--- config.mk ---
export PLATFORM = sky130hd
export DESIGN_NAME = dciv_ctrl
export DESIGN_NICKNAME = d
export VERILOG_FILES = /design/src/design/dciv_pkg.sv /design/src/design/dciv_ctrl.sv
export SDC_FILE = /design/constraint.sdc
export NUM_CORES = 2
export LEC_CHECK = 0
export ABC_AREA = 0
export BUFFER_PORTS_ARGS = -buffer_cell sky130_fd_sc_hd__buf_2
export CORE_UTILIZATION = 30
export CTS_CLUSTER_DIAMETER = 80
export DETAILED_ROUTE_END_ITERATION = 10
export GPL_TIMING_DRIVEN = 0
export PLACE_DENSITY = 0.48
export SLEW_MARGIN = 25
export SYNTH_ARGS = -nofsm -noshare
export SYNTH_HDL_FRONTEND = slang
export SYNTH_SLANG_ARGS = --single-unit
--- constraint.sdc ---
create_clock -name sys_clk_in -period 11.1 [get_ports sys_clk_in]
set_input_delay 1.11 -clock sys_clk_in [delete_from_list [all_inputs] [get_ports sys_clk_in]]
set_output_delay 1.11 -clock sys_clk_in [all_outputs]
set_load 0.005 [all_outputs]
--- src/design/dciv_pkg.sv ---
// Purpose: Constants for the chained vectored interrupt controller
// Assumes: Avalon-MM slave, byte addresses, 32-bit words
// Notes: Slot tables sit in two 32-word windows
package dciv_pkg;
  localparam int NCH = 32;
  localparam int UNIT = 16;
  localparam int AW = 9;
  // Register byte offsets
  localparam logic [8:0] ENABLE_OFS = 9'h000;
  localparam logic [8:0] FAST_SEL_OFS = 9'h004;
  localparam logic [8:0] FORCE_OFS = 9'h008;
  localparam logic [8:0] RAW_OFS = 9'h00c;
  localparam logic [8:0] VREQ_OFS = 9'h010;
  localparam logic [8:0] VECT_ADDR_OFS = 9'h014;
  localparam logic [8:0] SOURCE_ID_OFS = 9'h018;
  localparam logic [8:0] DEF_VECT_OFS = 9'h01c;
  localparam logic [8:0] INSTR_OFS = 9'h020;
  localparam logic [8:0] INT_STAT_OFS = 9'h024;
  localparam logic [8:0] INT_MASK_OFS = 9'h028;
  localparam logic [1:0] SLOT_CTRL_WIN = 2'h2;
  localparam logic [1:0] SLOT_VECT_WIN = 2'h3;
  // Field positions
  localparam int SLOT_ON_BIT = 4;
  localparam int SRC_VALID_BIT = 5;
  localparam int WAKE_CH = 25;
  localparam int EV_FAST = 0;
  localparam int EV_IRQ = 1;
  localparam int EV_WAKE = 2;
  // Values after reset
  localparam logic [31:0] ENABLE_RST = 32'h0000_0000;
  localparam logic [31:0] FAST_SEL_RST = 32'h0000_0000;
  localparam logic [31:0] FORCE_RST = 32'h0000_0000;
  localparam logic [31:0] DEF_VECT_RST = 32'h0000_0000;
  localparam logic [31:0] INSTR_RST = 32'h0000_0000;
  localparam logic [2:0] INT_RST = 3'h0;
  localparam logic [4:0] SLOT_CTRL_RST = 5'h00;
  localparam logic [31:0] SLOT_VECT_RST = 32'h0000_0000;
endpackage

--- src/design/dciv_ctrl.sv ---
// Purpose: Two chained 16-slot vectored units plus a fast request path
// Assumes: Sources are asynchronous levels; bus runs on sys_clk_in
// Notes: One wait state per bus access; outputs are registered
// Function
// [RULE_01] Accept 32 prioritized request channels and drive a fast and a vectored request.
// [RULE_02] Build the controller from a primary and a secondary 16-slot unit chained together.
// [RULE_03] The fast request is non-vectored and any of the 32 requests can be routed to it.
// [RULE_04] Firmware should normally route only one source to the fast request.
// [RULE_05] The vectored request is the OR of all requests routed to vectored channels.
// [RULE_06] Slot priority is fixed, slot 0 highest and slot 31 lowest.
// [RULE_07] Firmware maps sources onto slots inside each unit, giving levels 0 to 16; the code has 16 slots per unit, levels 0 to 15.
// [RULE_08] Any active primary request beats every secondary request.
// [RULE_09] Hardware resolves the winner; a read returns its source and vector address.
// [RULE_10] A dedicated cache entry holds the instruction that reads the vector.
// [RULE_11] Five channels come from the wake-up unit and 27 from internal sources.
// [RULE_12] Firmware can force a request on any channel.
// [RULE_13] Channel 25 is the OR of all 32 wake-up inputs.
// [RULE_14] Wake-up inputs are 30 pin interrupts, the clock alarm and bus resume.
// [RULE_15] The vector is the primary one when the primary has a hit, else the secondary one.
// [RULE_16] Each output stays high while a qualifying request stays active.
`timescale 1ns/100ps
`default_nettype none
module dciv_ctrl (
  // Clock and reset
  input wire logic sys_clk_in,
  input wire logic rst_in,
  // Request sources
  input wire logic [26:0] int_src_in,
  input wire logic [3:0] wake_req_in,
  input wire logic [29:0] pin_wake_in,
  input wire logic rtc_wake_in,
  input wire logic resume_wake_in,
  // Processor side
  output logic fast_irq_out,
  output logic vect_irq_out,
  output logic [31:0] vector_addr_out,
  output logic [31:0] branch_target_store_out,
  // Avalon-MM slave
  input wire logic [8:0] avs_address_in,
  input wire logic avs_read_in,
  input wire logic avs_write_in,
  input wire logic [31:0] avs_writedata_in,
  output logic [31:0] avs_readdata_out,
  output logic avs_waitrequest_out,
  // Block interrupt
  output logic ctrl_irq_out
);
  logic [62:0] sync1;
  logic [62:0] sync2;
  logic [31:0] wake_all;
  logic [31:0] raw;
  logic [31:0] req;
  logic [31:0] vreq;
  logic [31:0] enable;
  logic [31:0] fast_sel;
  logic [31:0] force_req;
  logic [31:0] def_vect;
  logic [31:0] instr_word;
  logic [2:0] int_status;
  logic [2:0] int_mask;
  logic [4:0] slot_ctrl [32];
  logic [31:0] slot_vect [32];
  logic [31:0] slot_hit;
  logic [3:0] pwin;
  logic [3:0] swin;
  logic [31:0] next_vect;
  logic [5:0] next_src;
  logic [5:0] source_id;
  logic [2:0] events;
  logic fast_d;
  logic irq_d;
  logic wake_d;
  logic acc;
  logic wr_ok;
  logic [6:0] widx;

  // Two-flop synchronisers on every source pin
  always_ff @(posedge sys_clk_in)
  begin
    sync1 <= {resume_wake_in, rtc_wake_in, pin_wake_in, wake_req_in, int_src_in};
    sync2 <= sync1;
  end

  // Channel assembly: wake-up unit on 25..29, internal sources elsewhere
  assign wake_all = sync2[62:31]; // [RULE_14]
  always_comb
  begin
    raw = {sync2[26:25], sync2[30:27], |wake_all, sync2[24:0]}; // [RULE_11] [RULE_13]
  end

  // Registered request vector, forced bits added
  always_ff @(posedge sys_clk_in)
  begin
    if (rst_in)
      req <= 32'h0000_0000;
    else
      req <= raw | force_req; // [RULE_12]
  end

  assign vreq = req & enable & ~fast_sel;

  // Per-slot hit within its own unit
  genvar k;
  generate
    for (k = 0; k < dciv_pkg::NCH; k++)
    begin : g_slot
      localparam logic [4:0] BASE = 5'((k / dciv_pkg::UNIT) * dciv_pkg::UNIT);
      assign slot_hit[k] = slot_ctrl[k][dciv_pkg::SLOT_ON_BIT]
        & vreq[BASE + {1'b0, slot_ctrl[k][3:0]}]; // [RULE_07] [RULE_02]
    end
  endgenerate

  // Fixed priority inside each unit, lowest slot wins
  always_comb
  begin
    pwin = 4'h0;
    swin = 4'h0;
    for (int i = dciv_pkg::UNIT - 1; i >= 0; i--)
    begin
      if (slot_hit[i])
        pwin = 4'(i); // [RULE_06]
      if (slot_hit[i + dciv_pkg::UNIT])
        swin = 4'(i);
    end
  end

  // Chain: primary first, then secondary, then default
  always_comb
  begin
    next_vect = def_vect;
    next_src = 6'h00;
    for (int i = dciv_pkg::NCH - 1; i >= 0; i--)
      if (vreq[i])
        next_src = {1'b1, 5'(i)};
    if (|slot_hit[15:0])
    begin
      next_vect = slot_vect[{1'b0, pwin}]; // [RULE_08] [RULE_15]
      next_src = {1'b1, 1'b0, slot_ctrl[{1'b0, pwin}][3:0]};
    end
    else if (|slot_hit[31:16])
    begin
      next_vect = slot_vect[{1'b1, swin}]; // [RULE_15]
      next_src = {1'b1, 1'b1, slot_ctrl[{1'b1, swin}][3:0]};
    end
  end

  // Outputs to the core, held while requests stay active
  always_ff @(posedge sys_clk_in)
  begin
    if (rst_in)
    begin
      fast_irq_out <= 1'b0;
      vect_irq_out <= 1'b0;
      vector_addr_out <= dciv_pkg::DEF_VECT_RST;
      source_id <= 6'h00;
    end
    else
    begin
      fast_irq_out <= |(req & enable & fast_sel); // [RULE_03] [RULE_16] [RULE_01]
      vect_irq_out <= |vreq; // [RULE_05] [RULE_16]
      vector_addr_out <= next_vect; // [RULE_09]
      source_id <= next_src; // [RULE_09]
    end
  end

  // Dedicated cache entry carrying the vector-read instruction
  always_ff @(posedge sys_clk_in)
  begin
    if (rst_in)
      branch_target_store_out <= dciv_pkg::INSTR_RST;
    else
      branch_target_store_out <= instr_word; // [RULE_10]
  end

  // Bus handshake: one wait state, write lands when waitrequest is low
  assign acc = avs_read_in | avs_write_in;
  assign wr_ok = avs_write_in & ~avs_waitrequest_out;
  assign widx = avs_address_in[8:2];
  always_ff @(posedge sys_clk_in)
  begin
    if (rst_in)
      avs_waitrequest_out <= 1'b1;
    else
      avs_waitrequest_out <= ~(acc & avs_waitrequest_out);
  end

  // Control registers
  always_ff @(posedge sys_clk_in)
  begin
    if (rst_in)
    begin
      enable <= dciv_pkg::ENABLE_RST;
      fast_sel <= dciv_pkg::FAST_SEL_RST;
      force_req <= dciv_pkg::FORCE_RST;
      def_vect <= dciv_pkg::DEF_VECT_RST;
      instr_word <= dciv_pkg::INSTR_RST;
      int_mask <= dciv_pkg::INT_RST;
    end
    else if (wr_ok)
    begin
      case (avs_address_in)
        dciv_pkg::ENABLE_OFS: enable <= avs_writedata_in;
        dciv_pkg::FAST_SEL_OFS: fast_sel <= avs_writedata_in; // [RULE_03]
        dciv_pkg::FORCE_OFS: force_req <= avs_writedata_in; // [RULE_12]
        dciv_pkg::DEF_VECT_OFS: def_vect <= avs_writedata_in;
        dciv_pkg::INSTR_OFS: instr_word <= avs_writedata_in; // [RULE_10]
        dciv_pkg::INT_MASK_OFS: int_mask <= avs_writedata_in[2:0];
        default: ;
      endcase
    end
  end

  // Slot tables
  always_ff @(posedge sys_clk_in)
  begin
    if (rst_in)
    begin
      for (int i = 0; i < dciv_pkg::NCH; i++)
      begin
        slot_ctrl[i] <= dciv_pkg::SLOT_CTRL_RST;
        slot_vect[i] <= dciv_pkg::SLOT_VECT_RST;
      end
    end
    else if (wr_ok && widx[6:5] == dciv_pkg::SLOT_CTRL_WIN)
      slot_ctrl[widx[4:0]] <= avs_writedata_in[4:0]; // [RULE_07]
    else if (wr_ok && widx[6:5] == dciv_pkg::SLOT_VECT_WIN)
      slot_vect[widx[4:0]] <= avs_writedata_in;
  end

  // Sticky events, set wins over write-one-to-clear
  always_ff @(posedge sys_clk_in)
  begin
    if (rst_in)
    begin
      fast_d <= 1'b0;
      irq_d <= 1'b0;
      wake_d <= 1'b0;
    end
    else
    begin
      fast_d <= fast_irq_out;
      irq_d <= vect_irq_out;
      wake_d <= req[dciv_pkg::WAKE_CH];
    end
  end
  assign events = {req[dciv_pkg::WAKE_CH] & ~wake_d, vect_irq_out & ~irq_d, fast_irq_out & ~fast_d};
  always_ff @(posedge sys_clk_in)
  begin
    if (rst_in)
      int_status <= dciv_pkg::INT_RST;
    else if (wr_ok && avs_address_in == dciv_pkg::INT_STAT_OFS)
      int_status <= (int_status & ~avs_writedata_in[2:0]) | events;
    else
      int_status <= int_status | events;
  end
  always_ff @(posedge sys_clk_in)
  begin
    if (rst_in)
      ctrl_irq_out <= 1'b0;
    else
      ctrl_irq_out <= |(int_status & int_mask);
  end

  // Read data, captured on the wait cycle; unmapped reads give zero
  always_ff @(posedge sys_clk_in)
  begin
    if (rst_in)
      avs_readdata_out <= 32'h0000_0000;
    else if (avs_read_in && avs_waitrequest_out)
    begin
      if (widx[6:5] == dciv_pkg::SLOT_CTRL_WIN)
        avs_readdata_out <= {27'h0, slot_ctrl[widx[4:0]]};
      else if (widx[6:5] == dciv_pkg::SLOT_VECT_WIN)
        avs_readdata_out <= slot_vect[widx[4:0]];
      else
        case (avs_address_in)
          dciv_pkg::ENABLE_OFS: avs_readdata_out <= enable;
          dciv_pkg::FAST_SEL_OFS: avs_readdata_out <= fast_sel;
          dciv_pkg::FORCE_OFS: avs_readdata_out <= force_req;
          dciv_pkg::RAW_OFS: avs_readdata_out <= req;
          dciv_pkg::VREQ_OFS: avs_readdata_out <= vreq;
          dciv_pkg::VECT_ADDR_OFS: avs_readdata_out <= vector_addr_out; // [RULE_09]
          dciv_pkg::SOURCE_ID_OFS: avs_readdata_out <= {26'h0, source_id}; // [RULE_09]
          dciv_pkg::DEF_VECT_OFS: avs_readdata_out <= def_vect;
          dciv_pkg::INSTR_OFS: avs_readdata_out <= instr_word;
          dciv_pkg::INT_STAT_OFS: avs_readdata_out <= {29'h0, int_status};
          dciv_pkg::INT_MASK_OFS: avs_readdata_out <= {29'h0, int_mask};
          default: avs_readdata_out <= 32'h0000_0000;
        endcase
    end
  end
endmodule
`default_nettype wire

==> summary.md <==
| Metric | Value |
|---|---|
| Status | completed |
| Peak per-stage delay on the critical path | 0.90 ns |
| Switching power as a share of total power | 31.77% |
| Share of the clock period used by the worst path after layout | 67.96% |
| Cell internal pwr | 11200 uW |
| Placed Instance Area | 94530 um2 |
| Actual transition at the worst max-transition pin | 1.260 ns |
| Final weighted congestion in routability-driven placement | 1.052 |
| Remaining design rule violation count | 0 |
| Post-route worst setup slack | 3.556 ns |
| Hold worst-path end | sync1[1] |
| Clock Root Buffer | clkbuf_16 |
| Clock slew seen by the registers of the worst setup and hold paths | 0.06 ns |
| Accumulated negative setup slack | 0 ns |
| Buf+Inv Stages, Crit Path | 3 |
| Area of the core | 280100 um2 |
| Minimum clock period after layout | 7.544 ns |
| Via count of the routed design | 75.49k |
| Sum of net half-perimeters after detailed placement | 422600 um |
| Worst path top cell family by delay | compound AO/OA/AOI/OAI gates |
| Post-synth design cell area | 84760 um2 |
| Maximum ir drop on the vdd rail | 0.1139 mV |
| Number of failing hold endpoints at the final stage | 0 |
| Area taken by flip-flops and latches | 44220 um2 |
| TritonCTS clock tree | yes |
| H-tree levels | 4 |
| Number of buffer cells added on primary ports | 174 |
| Worst clock skew | 0.1143 ns |
| Global-route wire length before repair | 696200 um |
| Post-Route WL | 544200 um |
| Buffer levels on the longest clock path | 4 |
| Die area | 284700 um2 |
| Post-synthesis net count | 7478 |
| Final nets | 8006 |
| Number of global-route vias before repair | 69.57k |
| Inserted Clock Buffers | 196 |
| Buffers inserted by post-CTS timing repair | 0 |
| Worst Hold Launch | int_src_in[1] |
| Worst-case register-to-register setup slack | 3.56 ns |
| Avg Inst Size Synth | 11.50 um2 |
| Top area cells in the synthesized netlist | edfxtp_1 (42%), dfxtp_1 (10%), mux4_2 (9.3%) |
| Crit-path slowest cell | o21ai_0 |
| Antenna violation net count after detailed routing | 0 |
| Flop pwr share | 42.3% |
| Highest achievable clock rate | 0.1326 GHz |
| Max-slew violation count | 0 |
| Most common library cells after synthesis | edfxtp_1 (1184), and2_1 (1101), nand2_1 (789) |
| Total setup violations reported at the end of the flow | 0 |
| Ordered list of cells on the worst path | and3b_1 > clkbuf_1 > mux4_2 > o22ai_1 > o22ai_1 > nor2_1 > o31ai_1 > a31oi_1 > o211ai_4 > buf_2 > clkbuf_1 > a311oi_1 > o21ai_0 > o311ai_2 |
| Area taken by multi-input logic gates | 37760 um2 |
| Unrepaired setup endpoints after global routing | false |
| Max Fanout on Critical Path | 10 |
| Data arrival at the endpoint of the critical path | 8.12 ns |
| Total routing usage reported by global routing | 37.04% |
| Number of DRC markers after the initial detailed-route iteration | 13.56k |
| Startpoint-to-endpoint class of the critical path | flip-flop to flip-flop |
| Most numerous cell in the Yosys netlist | edfxtp_1 |
| Design Area, Final | 101000 um2 |
| Initial antenna violation count | 95 |
| Slew margin rel. | 15.99% |
| Critical Path Start Type | flip-flop |
| Fraction of power consumed by the clock network | 40.1% |
| Count of warnings emitted by yosys | 0 |
| Worst R2R End | vector_addr_out[1] |
| Overall overflow remaining after global route | 0 |
| Site row count | 194 |
| Total net switching power | 5216 uW |
| Synthesized flop and latch total | 1617 |
| Synthesized netlist cell count | 7370 |
| Sink Count | 1617 |
| Die Y-Extent | 533.5 um |
| CP endpoint kind | flip-flop |
| Cell depth of the worst hold path | 1 |
| Ports placed on the boundary | 208 |
| Ratio of total power to cell area | 162.5 nW/um2 |
| Distinct cell type count after synthesis | 96 |
| Static leakage | 0.03719 uW |
| WHS | 0.2669 ns |
| Finished Layout Cells | 11.82k |
| Insertion delay of the later-clocked pin in the worst-skew pair | 0.95 ns |
| Per-cell routed wire length | 46.04 um |
| Area Growth Syn to Fin | 19.18% |
| Maximum Capacitance Violations | 0 |
| Largest net degree at the start of global routing | 18 |
| Number of cells traversed by the worst register-to-register path | 14 |
| Fraction of the yosys area taken by sequential cells | 52.17% |
| Combinational cell fraction of total power | 17.5% |
| Die Wd | 533.5 um |
| Count of flip-flops with a built-in enable after synthesis | 1184 |
| Number of resized instances in the post-cts repair step | 0 |
| Initial cell density of the core | 30.26% |
| Number of filler instances in the final layout | 27.73k |
| Main flop type after synthesis | edfxtp_1 |
| Origin of the critical flop-to-flop path | fast_sel[11] |
| Pre-Repair DR Iteration Count | 8 |
| DP Cell Count | 11.42k |
| Biggest area consumer among synthesized cells | edfxtp_1 |
| Area share of the largest cell type after synthesis | 41.95% |
| CTS Hold Buffers Added | 0 |
| Type of the tightest min-delay check | primary input to flip-flop |
| Post-synthesis async set-or-reset flop share | 0% |
| Data required, critical path | 11.68 ns |
| Via count normalized by instance count | 6.386 |
| Fraction of final layout cells with drive strength greater than 1 | 17.66% |
| Setup slack at placement | 4.193 ns |
## layout by cell type, fill, tap and decap left out, types with 33 or more instances in the layout
master / count
o22a_1: 36
nand3_1: 80
and3b_1: 36
inv_1: 46
clkbuf_2: 116
o22ai_1: 130
mux2i_1: 374
edfxtp_1: 1184
nand2_1: 789
a222oi_1: 33
a311oi_1: 122
nand3b_1: 44
buf_16: 90
a211oi_1: 120
and2_1: 1101
o211ai_1: 40
mux2_2: 52
o221ai_1: 34
mux4_2: 350
buf_2: 284
nor3_1: 33
nor2b_1: 74
o21ai_1: 34
clkbuf_1: 541
dfxtp_1: 433
and2_0: 34
nor2_1: 220
a22oi_1: 124
o2111ai_1: 34
nand4_1: 37
buf_4: 56
diode_2: 45
clkbuf_16: 198
a31oi_1: 42
and3_1: 169
o21ai_0: 83
a21oi_1: 264
## metrics by stage
stage                     total power (uW)  utilization [%]
after floorplan                       8089                -
after CTS                            16200            35.99
after detailed placement              9755            33.75
after global routing                 16530            36.03
final                                16420            36.06
after global placement                9626            32.23
## cell families (layout without fill, tap and decap cells)
family / count (synthesis) / count (layout) / synth area share [%]
buf+inv: 836 / 1517 / 4.129
simple gates: 2777 / 2777 / 17.76
mux: 784 / 784 / 14.55
other cells: 0 / 45 / 0
flops: 1617 / 1617 / 52.17
compound gates: 1356 / 1356 / 11.39
## per-layer routing
| layer | vias up | GRT usage, % | routed length (um) | share of wire [%] |
|---|---|---|---|---|
| met1 | 38750 | 46.34 | 203000 | 37 |
| met3 | 1537 | 12.97 | 71420 | 13 |
| li1 | 28830 | - | - | - |
| met4 | 48 | 24.60 | 44030 | 8.1 |
| met5 | - | 0 | 336 | 0.062 |
| met2 | 6320 | 53.76 | 225400 | 41 |
## power by group through the flow
stage	sequential [uW]	clock, uW	combinational (uW)
finish	6950	6590	2880
global route	6940	6770	2810
CTS	6930	6570	2710
detailed placement	7050	0	2700
global placement	7090	0	2540
floorplan	6900	0	1180
## worst max-delay path by stage
stage / cells after the start / to / startpoint / slack (ns)
after floorplan: 7 / slot_vect[19][0] / avs_address_in[2] / 5.30
after global placement: 7 / slot_vect[27][16] / avs_address_in[2] / -3.10
after detailed placement: 14 / vector_addr_out[28] / fast_sel[11] / 4.19
after CTS: 14 / vector_addr_out[28] / fast_sel[11] / 4.14
after global routing: 14 / vector_addr_out[18] / fast_sel[11] / 4.02
final: 14 / vector_addr_out[1] / fast_sel[11] / 3.56
## final cells by class
class / count / share of cell area (%)
antenna: 45 / 0.1115
buffer: 789 / 3.469
clock buffer: 261 / 5.321
clock inverter: 90 / 0.9116
inverter: 47 / 0.1746
multi-input combinational: 4917 / 37.38
sequential: 1617 / 43.78
tap: 3724 / 4.613
timing repair buffer: 330 / 4.242
## state kept, by name (all words and copies together) (netlist names), 63 cells and up
signal,flops
sync1,63
sync2,63
slot_ctrl,160
slot_vect,1024
Power figures use the tool's default switching activity.
